### src/shared/srw_pkg.sv
package srw_pkg;

    // ------------------------------------------------------------------
    // Timebase
    // ------------------------------------------------------------------
    localparam longint SRW_CLK_HZ      = 64'h0000_0000_05F5_E100; // 100 MHz
    localparam longint SRW_MS_PER_S    = 64'h0000_0000_0000_03E8; // 1000
    localparam longint SRW_NS_PER_S    = 64'h0000_0000_3B9A_CA00; // 1e9

    // ------------------------------------------------------------------
    // Documented times
    // ------------------------------------------------------------------
    localparam longint SRW_RESET_HOLD_MS   = 64'h0000_0000_0000_008C; // 140 ms min
    localparam longint SRW_WDOG_TIMEOUT_MS = 64'h0000_0000_0000_0640; // 1.6 s nominal
    localparam longint SRW_KICK_MIN_NS     = 64'h0000_0000_0000_0032; // 50 ns
    localparam longint SRW_MR_DEBOUNCE_NS  = 64'h0000_0000_0000_03E8; // 1 us min pulse

    // Idle drive splits the timeout into eighths: low 7, high 1
    localparam longint SRW_IDLE_LOW_NUM    = 64'h0000_0000_0000_0007;
    localparam longint SRW_IDLE_DEN        = 64'h0000_0000_0000_0008;

    // ------------------------------------------------------------------
    // Time to cycles
    // ------------------------------------------------------------------
    function automatic longint srw_cycles_min(longint t, longint unit_per_s, longint hz);
        longint c;
        c = (t * hz + unit_per_s - 64'h1) / unit_per_s;
        return (c < 64'h1) ? 64'h1 : c;
    endfunction : srw_cycles_min

    function automatic longint srw_cycles_max(longint t, longint unit_per_s, longint hz);
        longint c;
        c = (t * hz) / unit_per_s;
        return (c < 64'h1) ? 64'h1 : c;
    endfunction : srw_cycles_max

endpackage : srw_pkg

### src/srw_debounce.sv
module srw_debounce
    import srw_pkg::*;
#(
    parameter int unsigned STABLE_CYCLES = 32'h64
) (
    input  wire logic core_clk_i,
    input  wire logic arst_n_i,
    input  wire logic level_i,
    output logic      clean_o
);

    localparam int CNT_W = $clog2(STABLE_CYCLES + 1);
    localparam logic [CNT_W-1:0] LAST = CNT_W'(STABLE_CYCLES - 1);

    logic [CNT_W-1:0] cnt;

    // ------------------------------------------------------------------
    // Stability counter
    // ------------------------------------------------------------------
    always_ff @(posedge core_clk_i or negedge arst_n_i)
    begin
        if (!arst_n_i)
            cnt <= '0;
        else if (level_i == clean_o || cnt == LAST)
            cnt <= '0;
        else
            cnt <= cnt + CNT_W'(1);
    end

    // Released level is high, so a floating input never resets
    always_ff @(posedge core_clk_i or negedge arst_n_i)
    begin
        if (!arst_n_i)
            clean_o <= 1'b1;
        else if (level_i != clean_o && cnt == LAST)
            clean_o <= level_i;
    end
endmodule : srw_debounce

### src/srw_supervisor.sv
module srw_supervisor
    import srw_pkg::*;
#(
    parameter longint      TICK_HZ          = SRW_CLK_HZ,
    parameter int unsigned HOLD_CYCLES      =
        32'(srw_cycles_min(SRW_RESET_HOLD_MS, SRW_MS_PER_S, TICK_HZ)),
    parameter int unsigned WDOG_CYCLES      =
        32'(srw_cycles_max(SRW_WDOG_TIMEOUT_MS, SRW_MS_PER_S, TICK_HZ)),
    parameter int unsigned DEBOUNCE_CYCLES  =
        32'(srw_cycles_min(SRW_MR_DEBOUNCE_NS, SRW_NS_PER_S, TICK_HZ)),
    parameter bit          RST_ACTIVE_HIGH  = 1'b0,
    parameter bit          RST_OPEN_DRAIN   = 1'b0,
    parameter bit          HAS_WATCHDOG     = 1'b1,
    parameter bit          HAS_MANUAL_RESET = 1'b1
) (
    input  wire logic core_clk_i,
    input  wire logic arst_n_i,
    input  wire logic supply_low_i,
    input  wire logic manual_reset_n_in_i,
    output logic      manual_reset_pull_oe_o,
    input  wire logic watchdog_kick_in_i,
    output logic      watchdog_kick_out_o,
    output logic      watchdog_kick_oe_o,
    output logic      reset_out_o,
    output logic      reset_oe_o
);

    localparam int HOLD_W = $clog2(HOLD_CYCLES + 1);
    localparam int WD_W   = $clog2(WDOG_CYCLES + 1);
    localparam logic [HOLD_W-1:0] HOLD_LOAD = HOLD_W'(HOLD_CYCLES);
    localparam logic [WD_W-1:0]   WD_LAST   = WD_W'(WDOG_CYCLES - 1);
    localparam logic [WD_W-1:0]   WD_LOW    =
        WD_W'((longint'(WDOG_CYCLES) * SRW_IDLE_LOW_NUM) / SRW_IDLE_DEN);
    localparam logic ASSERT_LVL = RST_ACTIVE_HIGH;

    // ------------------------------------------------------------------
    // Pin synchronisers
    // ------------------------------------------------------------------
    logic [2:0] meta;
    logic [2:0] sync;
    logic       supply_s;
    logic       mr_s;
    logic       kick_s;
    logic       kick_q;

    always_ff @(posedge core_clk_i or negedge arst_n_i)
    begin
        if (!arst_n_i)
        begin
            // Kick starts at its idle low level, so no false edge after reset
            meta <= 3'h4;
            sync <= 3'h4;
        end
        else
        begin
            meta <= {manual_reset_n_in_i, watchdog_kick_in_i, supply_low_i};
            sync <= meta;
        end
    end

    assign supply_s = sync[0];
    assign kick_s   = sync[1];
    assign mr_s     = HAS_MANUAL_RESET ? sync[2] : 1'b1;

    // Weak pull-up keeps an open manual input released
    assign manual_reset_pull_oe_o = HAS_MANUAL_RESET;

    // ------------------------------------------------------------------
    // Manual reset debounce
    // ------------------------------------------------------------------
    logic mr_clean;

    srw_debounce #(
        .STABLE_CYCLES (DEBOUNCE_CYCLES)
    ) u_mr_debounce (
        .core_clk_i (core_clk_i),
        .arst_n_i   (arst_n_i),
        .level_i    (mr_s),
        .clean_o    (mr_clean)
    );

    // ------------------------------------------------------------------
    // Reset causes and hold timer
    // ------------------------------------------------------------------
    logic [HOLD_W-1:0] hold_cnt;
    logic [WD_W-1:0]   wd_cnt;
    logic              rst_base;
    logic              wd_expire;
    logic              cause;
    logic              rst_act;
    logic              reset_q;

    assign rst_base  = supply_s || !mr_clean || hold_cnt != '0;
    assign wd_expire = HAS_WATCHDOG && !rst_base && wd_cnt == WD_LAST;
    assign rst_act   = rst_base || wd_expire;
    assign cause     = supply_s || !mr_clean || wd_expire;

    // Reloads while any cause stands, then runs down once
    always_ff @(posedge core_clk_i or negedge arst_n_i)
    begin
        if (!arst_n_i)
            hold_cnt <= HOLD_LOAD;
        else if (cause)
            hold_cnt <= HOLD_LOAD;
        else if (hold_cnt != '0)
            hold_cnt <= hold_cnt - HOLD_W'(1);
    end

    always_ff @(posedge core_clk_i or negedge arst_n_i)
    begin
        if (!arst_n_i)
            reset_q <= 1'b1;
        else
            reset_q <= rst_act;
    end

    // Polarity and drive style fixed at build time
    assign reset_out_o = RST_OPEN_DRAIN ? 1'b0 : (reset_q ~^ ASSERT_LVL);
    assign reset_oe_o  = RST_OPEN_DRAIN ? reset_q : 1'b1;

    // ------------------------------------------------------------------
    // Watchdog timer
    // ------------------------------------------------------------------
    logic kick_edge;

    // Kick is sampled every 10 ns, so a 50 ns pulse spans several samples
    always_ff @(posedge core_clk_i or negedge arst_n_i)
    begin
        if (!arst_n_i)
            kick_q <= 1'b0;
        else
            kick_q <= kick_s;
    end

    assign kick_edge = kick_s ^ kick_q;

    always_ff @(posedge core_clk_i or negedge arst_n_i)
    begin
        if (!arst_n_i)
            wd_cnt <= '0;
        else if (!HAS_WATCHDOG || rst_act || kick_edge)
            wd_cnt <= '0;
        else if (wd_cnt != WD_LAST)
            wd_cnt <= wd_cnt + WD_W'(1);
    end

    // Weak idle driver: low then high in last eighth of the timeout
    always_ff @(posedge core_clk_i or negedge arst_n_i)
    begin
        if (!arst_n_i)
            watchdog_kick_out_o <= 1'b0;
        else
            watchdog_kick_out_o <= (wd_cnt >= WD_LOW);
    end

    assign watchdog_kick_oe_o = HAS_WATCHDOG;
endmodule : srw_supervisor

### config.mk
export PLATFORM = sky130hd
export DESIGN_NAME = srw_supervisor
export DESIGN_NICKNAME = d
export VERILOG_FILES = /design/src/shared/srw_pkg.sv /design/src/srw_debounce.sv /design/src/srw_supervisor.sv
export SDC_FILE = /design/constraint.sdc
export NUM_CORES = 1
export LEC_CHECK = 0
export BUFFER_PORTS_ARGS = -buffer_cell sky130_fd_sc_hd__buf_2
export CAP_MARGIN = 20
export CORE_ASPECT_RATIO = 0.75
export CORE_MARGIN = 5
export CORE_UTILIZATION = 25
export CTS_BUF_LIST = sky130_fd_sc_hd__clkbuf_16
export CTS_CLUSTER_SIZE = 12
export DETAILED_ROUTE_END_ITERATION = 8
export PLACE_DENSITY = 0.37
export SYNTH_ARGS = -nofsm -noshare
export SYNTH_HDL_FRONTEND = slang
export SYNTH_HIERARCHICAL = 1
export SYNTH_SLANG_ARGS = --single-unit
### constraint.sdc
create_clock -name core_clk_i -period 6.03 [get_ports core_clk_i]
set_input_delay 0.3015 -clock core_clk_i [delete_from_list [all_inputs] [get_ports core_clk_i]]
set_output_delay 0.3015 -clock core_clk_i [all_outputs]
set_load 0.02 [all_outputs]
==> results of run 1 <==
[cell usage in the layout, fill, tap and decap left out, types with 3 or more instances in the layout]
| cell type | instances |
|---|---|
| dfrtp_1 | 53 |
| nor2_1 | 32 |
| xnor2_1 | 29 |
| xor2_1 | 21 |
| nor2_4 | 18 |
| a21oi_1 | 16 |
| nand2_1 | 16 |
| dfstp_2 | 16 |
| nor3_1 | 14 |
| nand3_1 | 14 |
| inv_1 | 13 |
| nor4_1 | 10 |
| clkbuf_16 | 9 |
| nand4_1 | 7 |
| buf_2 | 6 |
| and3_1 | 5 |
| ha_1 | 5 |
| or4_1 | 4 |
| o21ai_0 | 4 |
| or3_1 | 4 |
| clkinv_1 | 4 |
| buf_4 | 4 |
| conb_1 | 3 |
[metal layers]
layer	track usage, %	vias to the layer above	part of all wire (%)
met2	12.16	25	41
li1	-	1143	-
met3	2.882	11	3.2
met5	0	-	0
met1	12.89	1097	54
met4	3.352	0	1.7
[where the power goes]
| part | switching, W | total, W | internal (W) | leakage [nW] |
|---|---|---|---|---|
| Clock | 0.000180 | 0.000448 | 0.000268 | 0.133 |
| Sequential | 0.00000229 | 0.000471 | 0.000469 | 0.895 |
| Combinational | 0.0000136 | 0.0000174 | 0.00000389 | 0.458 |
| Total | 0.000196 | 0.000936 | 0.000740 | 1.49 |
[synth_stat cells, types with 5 or more instances]
cell	count
a21oi_1	16
xnor2_1	29
nor2_4	18
ha_1	5
nand4_1	7
clkbuf_1	5
nand3_1	14
dfstp_2	16
xor2_1	21
dfrtp_1	53
nor2_1	32
inv_1	10
nor3_1	14
nand2_1	16
and3_1	5
nor4_1	10
[stage by stage]
step | instance area (um^2) | util (%)
global placement | 3721 | 26.97
global route | 3980 | 28.85
floorplan | 3557 | -
detailed placement | 3721 | 26.97
CTS | 3973 | 28.80
finish | 3980 | 28.85
[registers in the layout, indices dropped and copies added, names as in the netlist]
name	flops
sync	3
u_mr_debounce/clean_o	1
u_mr_debounce/cnt	7
meta	3
hold_cnt	24
kick_q	1
watchdog_kick_out_o	1
wd_cnt	28
reset_q	1
[cells by family after synthesis]
logic type,synth area share (%)
AND/OR/NAND/NOR,26.90
multiplexers,0.5992
adder cells (fa/ha/maj),1.762
other,0.1056
buffers and inverters,4.160
AO/OA/AOI/OAI,4.935
flip-flops,49.21
XOR/XNOR,12.34
[final timing paths]
| check | cells past startpoint | to | start | slack, ps |
|---|---|---|---|---|
| worst max-delay path | 6 | wd_cnt[8]$_DFFE_PN0P_ | hold_cnt[13]$_DFFE_PN0P_ | 3550 |
| worst min-delay path | 1 | meta[2]$_DFF_PN1_ | manual_reset_n_in_i | 70 |
| worst min register to register | 0 | sync[0]$_DFF_PN0_ | meta[0]$_DFF_PN0_ | 350 |
| max in group asynchronous | 2 | hold_cnt[3]$_DFFE_PN0P_ | arst_n_i | 5270 |
| worst max register to register | 6 | wd_cnt[8]$_DFFE_PN0P_ | hold_cnt[13]$_DFFE_PN0P_ | 3550 |
| min in group asynchronous | 2 | wd_cnt[1]$_DFFE_PN0P_ | arst_n_i | 190 |
[worst max-delay path, cell delays in order, from the launching register on]
cell and delay [ps]:
dfrtp_1 410, or4_1 690, nor4_4 360, o2111ai_2 210, nand2b_2 220, buf_4 320, nor2_1 200
[final cells by class]
cell class / instances / area (um^2) / area share (%)
sequential: 69 / 1747 / 43.89
tap: 175 / 219.0 / 5.501
clock inverter: 7 / 26.28 / 0.6602
inverter: 10 / 37.54 / 0.9431
multi-input combinational: 239 / 1665 / 41.84
timing repair buffer: 10 / 60.06 / 1.509
clock buffer: 9 / 225.2 / 5.659
==> results.md, run 1 <==
- Die X-Extent: 147.6 um
- CTS tree: yes
- Commonest register cell after synthesis: dfrtp_1
- Drt first-iter violations: 178
- Starting density of the core: 25.73%
- Via Count: 2276
- Clock Tree Buf Depth: 2
- First-pass GRT wire length: 11.83 mm
- Hold crit path type: input port to flop
- Seq/Total Area, Yosys: 49.21%
- Outcome: finished clean
- Post-CTS setup buffers: 0
- Mapped Area: 0.003550 mm^2
- Yosys warnings: 6
- Total Wirelength: 6.784 mm
- Max-slew violations: 0
- Via density: 4.385
- Critical Path AT: 2730 ps
- Diode count: 0
- Clock sink count: 69
- Unrepaired setup endpoints after global routing: false
- Maximum vdd drop: 0.1444 mV
- Synth area leader: dfrtp_1
- Placed Cells: 502
- Max-Cap Viols: 0
- Critical Path End Type: flop
- Global-route usage over all layers: 8.882%
- CTS Buf Count: 9
- Post-route setup slack: 3547 ps
- Routed len/inst: 13.07 um
- Part of the cycle the worst path needs: 41.17%
- Yosys top cell area share: 37.36%
- Async S/R FF share, synth: 100.0%
- CTS H-tree depth: 3
- Synth cell types: 54
- Grt ovf: 0
- Crit-path max FO: 28
- Setup violations, final: 0
- FILL cells: 1443
- Pwr Density: 235.2 mW/mm^2
- Setup crit start kind: flop
- Power Total: 0.0009360 W
- Hold_ws: 73.84 ps
- Layout cells sized above 1: 20.64%
- Worst slew pin tran: 889.7 ps
- Number of synthesized register bits: 69
- Peak Freq: 402.8 MHz
- Die Y-Extent: 113.2 um
- Mean Syn Cell Area: 10.76 um^2
- Initial DRT Pass Iterations: 4
- Core area: 0.01380 mm^2
- Clock root buffer: clkbuf_16
- Nets@finish: 349
- Post-synth EDFFs: 0
- Row Count: 37
- Worst slew margin: 40.69%
- Crit path required time: 6280 ps
- Post-CTS Hold Fix Bufs: 0
- Fin crit period: 2483 ps
- I/O Buffers: 6
- Latest clock arrival within the worst-skew pair: 320 ps
- Fin cells: 519
- Setup TNS: 0 ps
- Top cells by area, synth: dfrtp_1, dfstp_2, xnor2_1
- Largest net degree at the start of global routing: 70
- Antenna-violating nets left: 0
- CTS resizes: 0
- Final hold violation count: 0
- Initial antenna violation count: 0
- Critical path type: flop to flop
- Worst Clk Skew: 2.758 ps
- Num ports: 10
- Pleak: 1.486 nW
- CTS clk-pin slew, worst paths: 50 ps
- Worst slack, placed: 3577 ps
- Area Growth Syn to Fin: 12.13%
- Hpwl dp: 4.473 mm
- RD Place Congestion: 0.6891
- Cells after Synth: 330
- DRC: 0
- Die ar.: 0.01671 mm^2
- Vias in the first global route: 2305
(Power assumes the default switching activity.)
==> run 2, diff against run 1 <==
--- a/config.mk
+++ b/config.mk
@@ -5,6 +5,7 @@
 export SDC_FILE = /design/constraint.sdc
 export NUM_CORES = 1
 export LEC_CHECK = 0
+export ABC_AREA = 1
 export BUFFER_PORTS_ARGS = -buffer_cell sky130_fd_sc_hd__buf_2
 export CAP_MARGIN = 20
 export CORE_ASPECT_RATIO = 0.75
==> constraint.sdc (replaced) <==
create_clock -name core_clk_i -period 2.4 [get_ports core_clk_i]
set_input_delay 0.12 -clock core_clk_i [delete_from_list [all_inputs] [get_ports core_clk_i]]
set_output_delay 0.12 -clock core_clk_i [all_outputs]
set_load 0.02 [all_outputs]
==> run 2 against run 1 <==
Sequential cell count unchanged; sequential power increased to 2.5 times the previous value; die area increased by 13%; setup slack got worse by 3100 ps; core utilization increased by 0.52 points; synthesized cell count increased by 71%; combinational power increased to 2.9 times the previous value; global-route usage increased by 2.7 points; wire length increased by 49%; non-clock buffer count increased by 1; synthesized area increased by 14%; critical path type unchanged; critical endpoint is now hold_cnt[16]$_DFFE_PN1P_.
==> results.md, run 2 <==
- Die ar.: 0.01891 mm^2
- CTS H-tree depth: 3
- Synth cell types: 31
- Post-synth EDFFs: 0
- Setup violations, final: 0
- Via density: 4.296
- Most common cell in the netlist: nand2_1
- Vias in the first global route: 3320
- Commonest register cell after synthesis: dfrtp_1
- Latest clock arrival within the worst-skew pair: 330 ps
- Yosys top cell area share: 32.68%
- Die Y-Extent: 120.4 um
- Worst slew margin: 36.76%
- Post-CTS setup buffers: 0
- GR Util met1: 17.78%
- Layout cells sized above 1: 10.43%
- Top flop regs: wd_cnt x28, hold_cnt x24, u_mr_debounce/cnt x7
- Critical Path Slowest Stage Cell: dfrtp_1
- Commonest cells post-synth: nand2_1, nor2_1, inv_1, dfrtp_1, nand3_1
- Critical path type: flop to flop
- Diode count: 0
- CTS tree: yes
- Routed len/inst: 12.75 um
- CTS clk-pin slew, worst paths: 60 ps
- Global-route met2 utilization: 15.78%
- Initial DRT Pass Iterations: 4
- Crit-path max FO: 6
- Die X-Extent: 157.1 um
- Max-slew violations: 0
- Worst slack, placed: 443.2 ps
- Clock sink count: 69
- Setup TNS: 0 ps
- Met3 usage: 3.113%
- CTS Buf Count: 9
- Grt ovf: 0
- Multi-input logic area: 0.001953 mm^2
- Critical Path End Type: flop
- Pleak: 2.080 nW
- Worst slew pin tran: 948.6 ps
- Number of flip-flops in the largest register: 28
- Async S/R FF share, synth: 100.0%
- Maximum vdd drop: 0.2878 mV
- Largest net degree at the start of global routing: 70
- Area Growth Syn to Fin: 15.54%
- Hold crit path type: flop to flop
- Clock root buffer: clkbuf_16
- FILL cells: 1737
- Row Count: 40
- Total Wirelength: 10.14 mm
- Yosys warnings: 6
- RD Place Congestion: 0.7972
- Synth area leader: dfrtp_1
- Seq/Total Area, Yosys: 43.03%
- Part of the cycle the worst path needs: 81.89%
- Gr busiest metal: met1
- Number of synthesized register bits: 69
- Mapped Area: 0.004059 mm^2
- Top cells by area, synth: dfrtp_1, nand2_1, nor2_1
- Mean Syn Cell Area: 7.197 um^2
- Largest Register: wd_cnt
- Fin crit period: 1965 ps
- Hold_ws: 345.7 ps
- DRC: 0
- Worst-path cell chain: inv_1, ha_1, nand2_1, nor2_1, inv_1, nor3_1, nand3_1, nand3_1
- Clock Tree Buf Depth: 2
- Crit path required time: 2660 ps
- Worst Clk Skew: 8.959 ps
- Commonest non-fill, non-tap cell in the layout: nand2_1
- First-pass GRT wire length: 17.26 mm
- Post-route setup slack: 434.7 ps
- Register Area: 0.001747 mm^2
- I/O Buffers: 6
- Max-Cap Viols: 0
- Cells after Synth: 564
- CP peak stage delay: 380 ps
- Outcome: finished clean
- Antenna-violating nets left: 0
- Pwr Density: 590.5 mW/mm^2
- Starting density of the core: 25.42%
- Num ports: 10
- Unrepaired setup endpoints after global routing: false
- Hpwl dp: 7.404 mm
- Drt first-iter violations: 208
- Via Count: 3415
- Nets@finish: 590
- Core area: 0.01597 mm^2
- Global-route usage over all layers: 11.54%
- Critical Path AT: 2230 ps
- Final hold violation count: 0
- Initial antenna violation count: 0
- Peak Freq: 508.8 MHz
- Most frequent cells in the layout: nand2_1, nor2_1, inv_1
- Setup crit start kind: flop
[run 2: cell count changes in the layout (fill, tap and decap cells not counted), moves of 9 or more]
cell / delta
xnor2_1: -22
nor2_1: +88
xor2_1: -9
nor2_4: -12
nand3_1: +38
nand2_1: +110
inv_1: +68
[run 2: what timing repair did]
item | CTS | global route
hold endpoints to repair | 56 | 0
hold buffers | 4 | 0
gates resized for setup | 0 | 0
[run 2: where the power goes]
| group | total, W | internal, W | switching, W | leakage (nW) |
|---|---|---|---|---|
| clock | 0.00154 | 0.00101 | 0.000526 | 0.161 |
| sequential | 0.00118 | 0.00118 | 0.00000631 | 0.895 |
| combinational | 0.0000506 | 0.0000131 | 0.0000375 | 1.02 |
| total | 0.00277 | 0.00220 | 0.000570 | 2.08 |
[run 2: path summary, 6_finish.rpt]
| kind | cells past startpoint | endpoint | slack, ps | from |
|---|---|---|---|---|
| setup / recovery | 8 | hold_cnt[16]$_DFFE_PN1P_ | 430 | hold_cnt[0]$_DFFE_PN0P_ |
| hold / removal | 0 | sync[1]$_DFF_PN0_ | 350 | meta[1]$_DFF_PN0_ |
| setup reg to reg | 8 | hold_cnt[16]$_DFFE_PN1P_ | 430 | hold_cnt[0]$_DFFE_PN0P_ |
| hold reg to reg | 0 | sync[1]$_DFF_PN0_ | 350 | meta[1]$_DFF_PN0_ |
| max in group asynchronous | 2 | hold_cnt[3]$_DFFE_PN0P_ | 1290 | arst_n_i |
| min in group asynchronous | 2 | wd_cnt[11]$_DFFE_PN0P_ | 440 | arst_n_i |
[run 2: layer usage]
layer	wire (um)	share of wire (%)
met5	0	0
met4	126	1.2
met3	471	4.6
met2	3945	39
met1	5593	55
[run 2: logic make-up (layout without fill, tap and decap cells)]
family,Yosys count,in the layout,share of synthesized area [%]
AOI/OAI and AO/OA,21,21,2.836
xor gates and xnor gates,19,19,4.100
other,1,3,0.09239
adders and majority gates,5,5,1.541
DFF,69,69,43.03
and+or+nand+nor,359,359,39.36
buffers and inverters,90,109,9.032
[run 2: worst max-delay path: cells and delay by family (launching register included)]
kind / cells / cell delay, ps
AND/OR/NAND/NOR: 5 / 930
buffers and inverters: 2 / 320
flip-flops: 1 / 380
adder cells (fa/ha/maj): 1 / 240
[run 2: final cells by class]
type / instances / area share, %
inverter: 82 / 6.563
clock buffer: 9 / 4.803
clock inverter: 7 / 2.428
multi-input combinational: 407 / 41.65
timing repair buffer: 11 / 1.708
sequential: 69 / 37.25
tap: 210 / 5.603
[run 2: metrics by stage]
stage / power [W] / instance area [um^2] / util, % / instances
3_3_place_gp: 0.001251 / 4310 / 27.00 / 775
2_1_floorplan: 0.001221 / 4066 / - / 566
4_1_cts: 0.002823 / 4690 / 29.37 / 795
5_1_grt: 0.002872 / 4690 / 29.37 / 795
6_report: 0.002769 / 4690 / 29.37 / 795
3_5_place_dp: 0.001252 / 4310 / 27.00 / 775
==> run 3, diff against run 2 <==
--- a/config.mk
+++ b/config.mk
@@ -5,7 +5,7 @@
 export SDC_FILE = /design/constraint.sdc
 export NUM_CORES = 1
 export LEC_CHECK = 0
-export ABC_AREA = 1
+export ABC_AREA = 0
 export BUFFER_PORTS_ARGS = -buffer_cell sky130_fd_sc_hd__buf_2
 export CAP_MARGIN = 20
 export CORE_ASPECT_RATIO = 0.75
==> constraint.sdc (replaced) <==
create_clock -name core_clk_i -period 1.87 [get_ports core_clk_i]
set_input_delay 0.0935 -clock core_clk_i [delete_from_list [all_inputs] [get_ports core_clk_i]]
set_output_delay 0.0935 -clock core_clk_i [all_outputs]
set_load 0.02 [all_outputs]
==> run 3 against run 2 <==
The flow now finishes with violations (setup timing); sequential cell count is the same; power grew 16%; final cell count decreased by 27%; clock skew down 4.6 ps; final area grew 1.4%; clock power is 6% higher; count of clock-buffer cells in the layout unchanged; setup slack worse by 540 ps.
==> results.md, run 3 (synthesis gave the netlist of run 1 again) <==
- R2R depth: 6
- RR Startpoint: hold_cnt[15]$_DFFE_PN1P_
- Setup violations, final: 38
- Clock root buffer: clkbuf_16
- Num ports: 10
- Critical Path Slowest Stage Cell: or4_4
- Post-layout util: 34.48%
- Area Growth Syn to Fin: 34.01%
- Setup crit start kind: flop
- Critical path type: flop to flop
- Hpwl dp: 5.308 mm
- Initial DRT Pass Iterations: 4
- Commonest non-fill, non-tap cell in the layout: buf_4
- Final hold violation count: 0
- Diode count: 0
- Clock Tree Buf Depth: 2
- Pleak: 1.900 nW
- Part of the cycle the worst path needs: 105.9%
- Max-slew violations: 0
- Vias in the first global route: 2600
- CTS clk-pin slew, worst paths: 60 ps
- Post-route setup slack: -110.1 ps
- Worst-path cell chain: or4_4, nor4_4, o2111ai_2, nand2b_4, buf_12, nor2_2
- Grt ovf: 0
- Number of flip-flops in the largest register: 28
- Worst Clk Skew: 4.322 ps
- Cell area after layout: 0.004757 mm^2
- Pwr Density: 677.8 mW/mm^2
- Most frequent cells in the layout: buf_4, dfrtp_1, xnor2_1
- Largest net degree at the start of global routing: 37
- Failing checks: setup timing
- Core area: 0.01380 mm^2
- Total Wirelength: 7.573 mm
- Unrepaired setup endpoints after global routing: true
- DRC: 0
- I/O Buffers: 6
- Starting density of the core: 25.73%
- Global-route usage over all layers: 9.951%
- Die X-Extent: 147.6 um
- Drt first-iter violations: 69
- Hold_ws: 240.1 ps
- CTS H-tree depth: 3
- First-pass GRT wire length: 13.02 mm
- Placed Area: 0.004249 mm^2
- Hold crit path type: input port to async pin
- Row Count: 37
- Clock sink count: 69
- Initial antenna violation count: 0
- Die ar.: 0.01671 mm^2
- Max-Cap Viols: 0
- RD Place Congestion: 0.7543
- FF-to-FF setup slack: -110 ps
- Routed len/inst: 12.97 um
- Crit-path max FO: 11
- Layout cells sized above 1: 41.56%
- RR Endpoint: wd_cnt[5]$_DFFE_PN0P_
- Via density: 4.409
- Largest Register: wd_cnt
- FILL cells: 1420
- Via Count: 2575
- Critical Path AT: 2250 ps
- Crit path required time: 2140 ps
- Critical Path End Type: flop
- CP peak stage delay: 580 ps
- Outcome: complete, but fails checks
- Latest clock arrival within the worst-skew pair: 340 ps
- Maximum vdd drop: 0.5371 mV
- Antenna-violating nets left: 0
- Fin crit period: 1980 ps
- Die Y-Extent: 113.2 um
- Nets@finish: 414
- Peak Freq: 505.0 MHz
- Top flop regs: wd_cnt x28, hold_cnt x24, u_mr_debounce/cnt x7
- CTS Buf Count: 9
- CTS tree: yes
run 3: cell types whose count changed in the layout (fill, tap and decap cells not counted), moves of 9 or more:
cell / change
nand3_1: -39
xnor2_1: +22
nand2_1: -111
buf_4: +55
nor2_4: +13
inv_1: -71
nor2_1: -95
a21oi_2: +11
xor2_1: +9
run 3: final cells by class:
class / instances / area [um^2] / area share (%)
Sequential cell: 69 / 1747 / 36.72
Inverter: 10 / 37.54 / 0.7891
Clock inverter: 7 / 58.81 / 1.236
Tap cell: 175 / 219.0 / 4.603
Multi-Input combinational cell: 239 / 1847 / 38.82
Timing Repair Buffer: 75 / 623.1 / 13.10
Clock buffer: 9 / 225.2 / 4.734
run 3: worst max-delay path: cells and delay by family, from the launching register on:
kind | cells | cell delay [ps]
AO/OA/AOI/OAI | 1 | 170
buffers and inverters | 1 | 170
flip-flops | 1 | 370
AND/OR/NAND/NOR | 4 | 1200
run 3: worst max path at each step:
| stage | endpoint | start | depth (start not counted) |
|---|---|---|---|
| after global routing | wd_cnt[12]$_DFFE_PN0P_ | hold_cnt[15]$_DFFE_PN1P_ | 6 |
| final | wd_cnt[5]$_DFFE_PN0P_ | hold_cnt[15]$_DFFE_PN1P_ | 6 |
| after floorplan | wd_cnt[11]$_DFFE_PN0P_ | hold_cnt[0]$_DFFE_PN0P_ | 9 |
| after CTS | wd_cnt[24]$_DFFE_PN0P_ | hold_cnt[1]$_DFFE_PN0P_ | 8 |
| after detailed placement | hold_cnt[9]$_DFFE_PN1P_ | hold_cnt[9]$_DFFE_PN1P_ | 6 |
| after global placement | hold_cnt[11]$_DFFE_PN1P_ | hold_cnt[9]$_DFFE_PN1P_ | 6 |
run 3: power breakdown:
part / internal (W) / switching, W / leakage (nW)
Combinational: 0.0000221 / 0.0000463 / 0.860
Sequential: 0.00151 / 0.00000741 / 0.895
Clock: 0.00101 / 0.000626 / 0.145
run 3: metal layers:
layer | vias up | track usage [%] | share of wire [%]
met1 | 1263 | 13.68 | 52
li1 | 1277 | - | -
met5 | - | 0 | 0
met2 | 27 | 14.39 | 44
met4 | 0 | 3.911 | 1.6
met3 | 8 | 3.363 | 3.0
run 3: what timing repair did:
| item | 4_1_cts | 5_1_grt |
|---|---|---|
| hold buffers | 4 | 0 |
| endpoints found under the setup margin | 52 | 52 |
| cloned | 0 | 0 |
| buffers inserted | 1 | 3 |
| endpoints found under the hold margin | 19 | 0 |
| resized for setup | 18 | 18 |
| pin swaps | 1 | 6 |
run 3: per-stage QoR:
stage	setup WS, ps	cells	power (W)	setup TNS (ps)
final	-110.1	584	0.003224	-2905
after global routing	-183.5	584	0.003366	-5961
after CTS	-123.4	581	0.003298	-4047
after detailed placement	-142.9	560	0.001609	-5681
after global placement	-180.7	560	0.001609	-6324
after floorplan	-173.4	332	0.001567	-3660
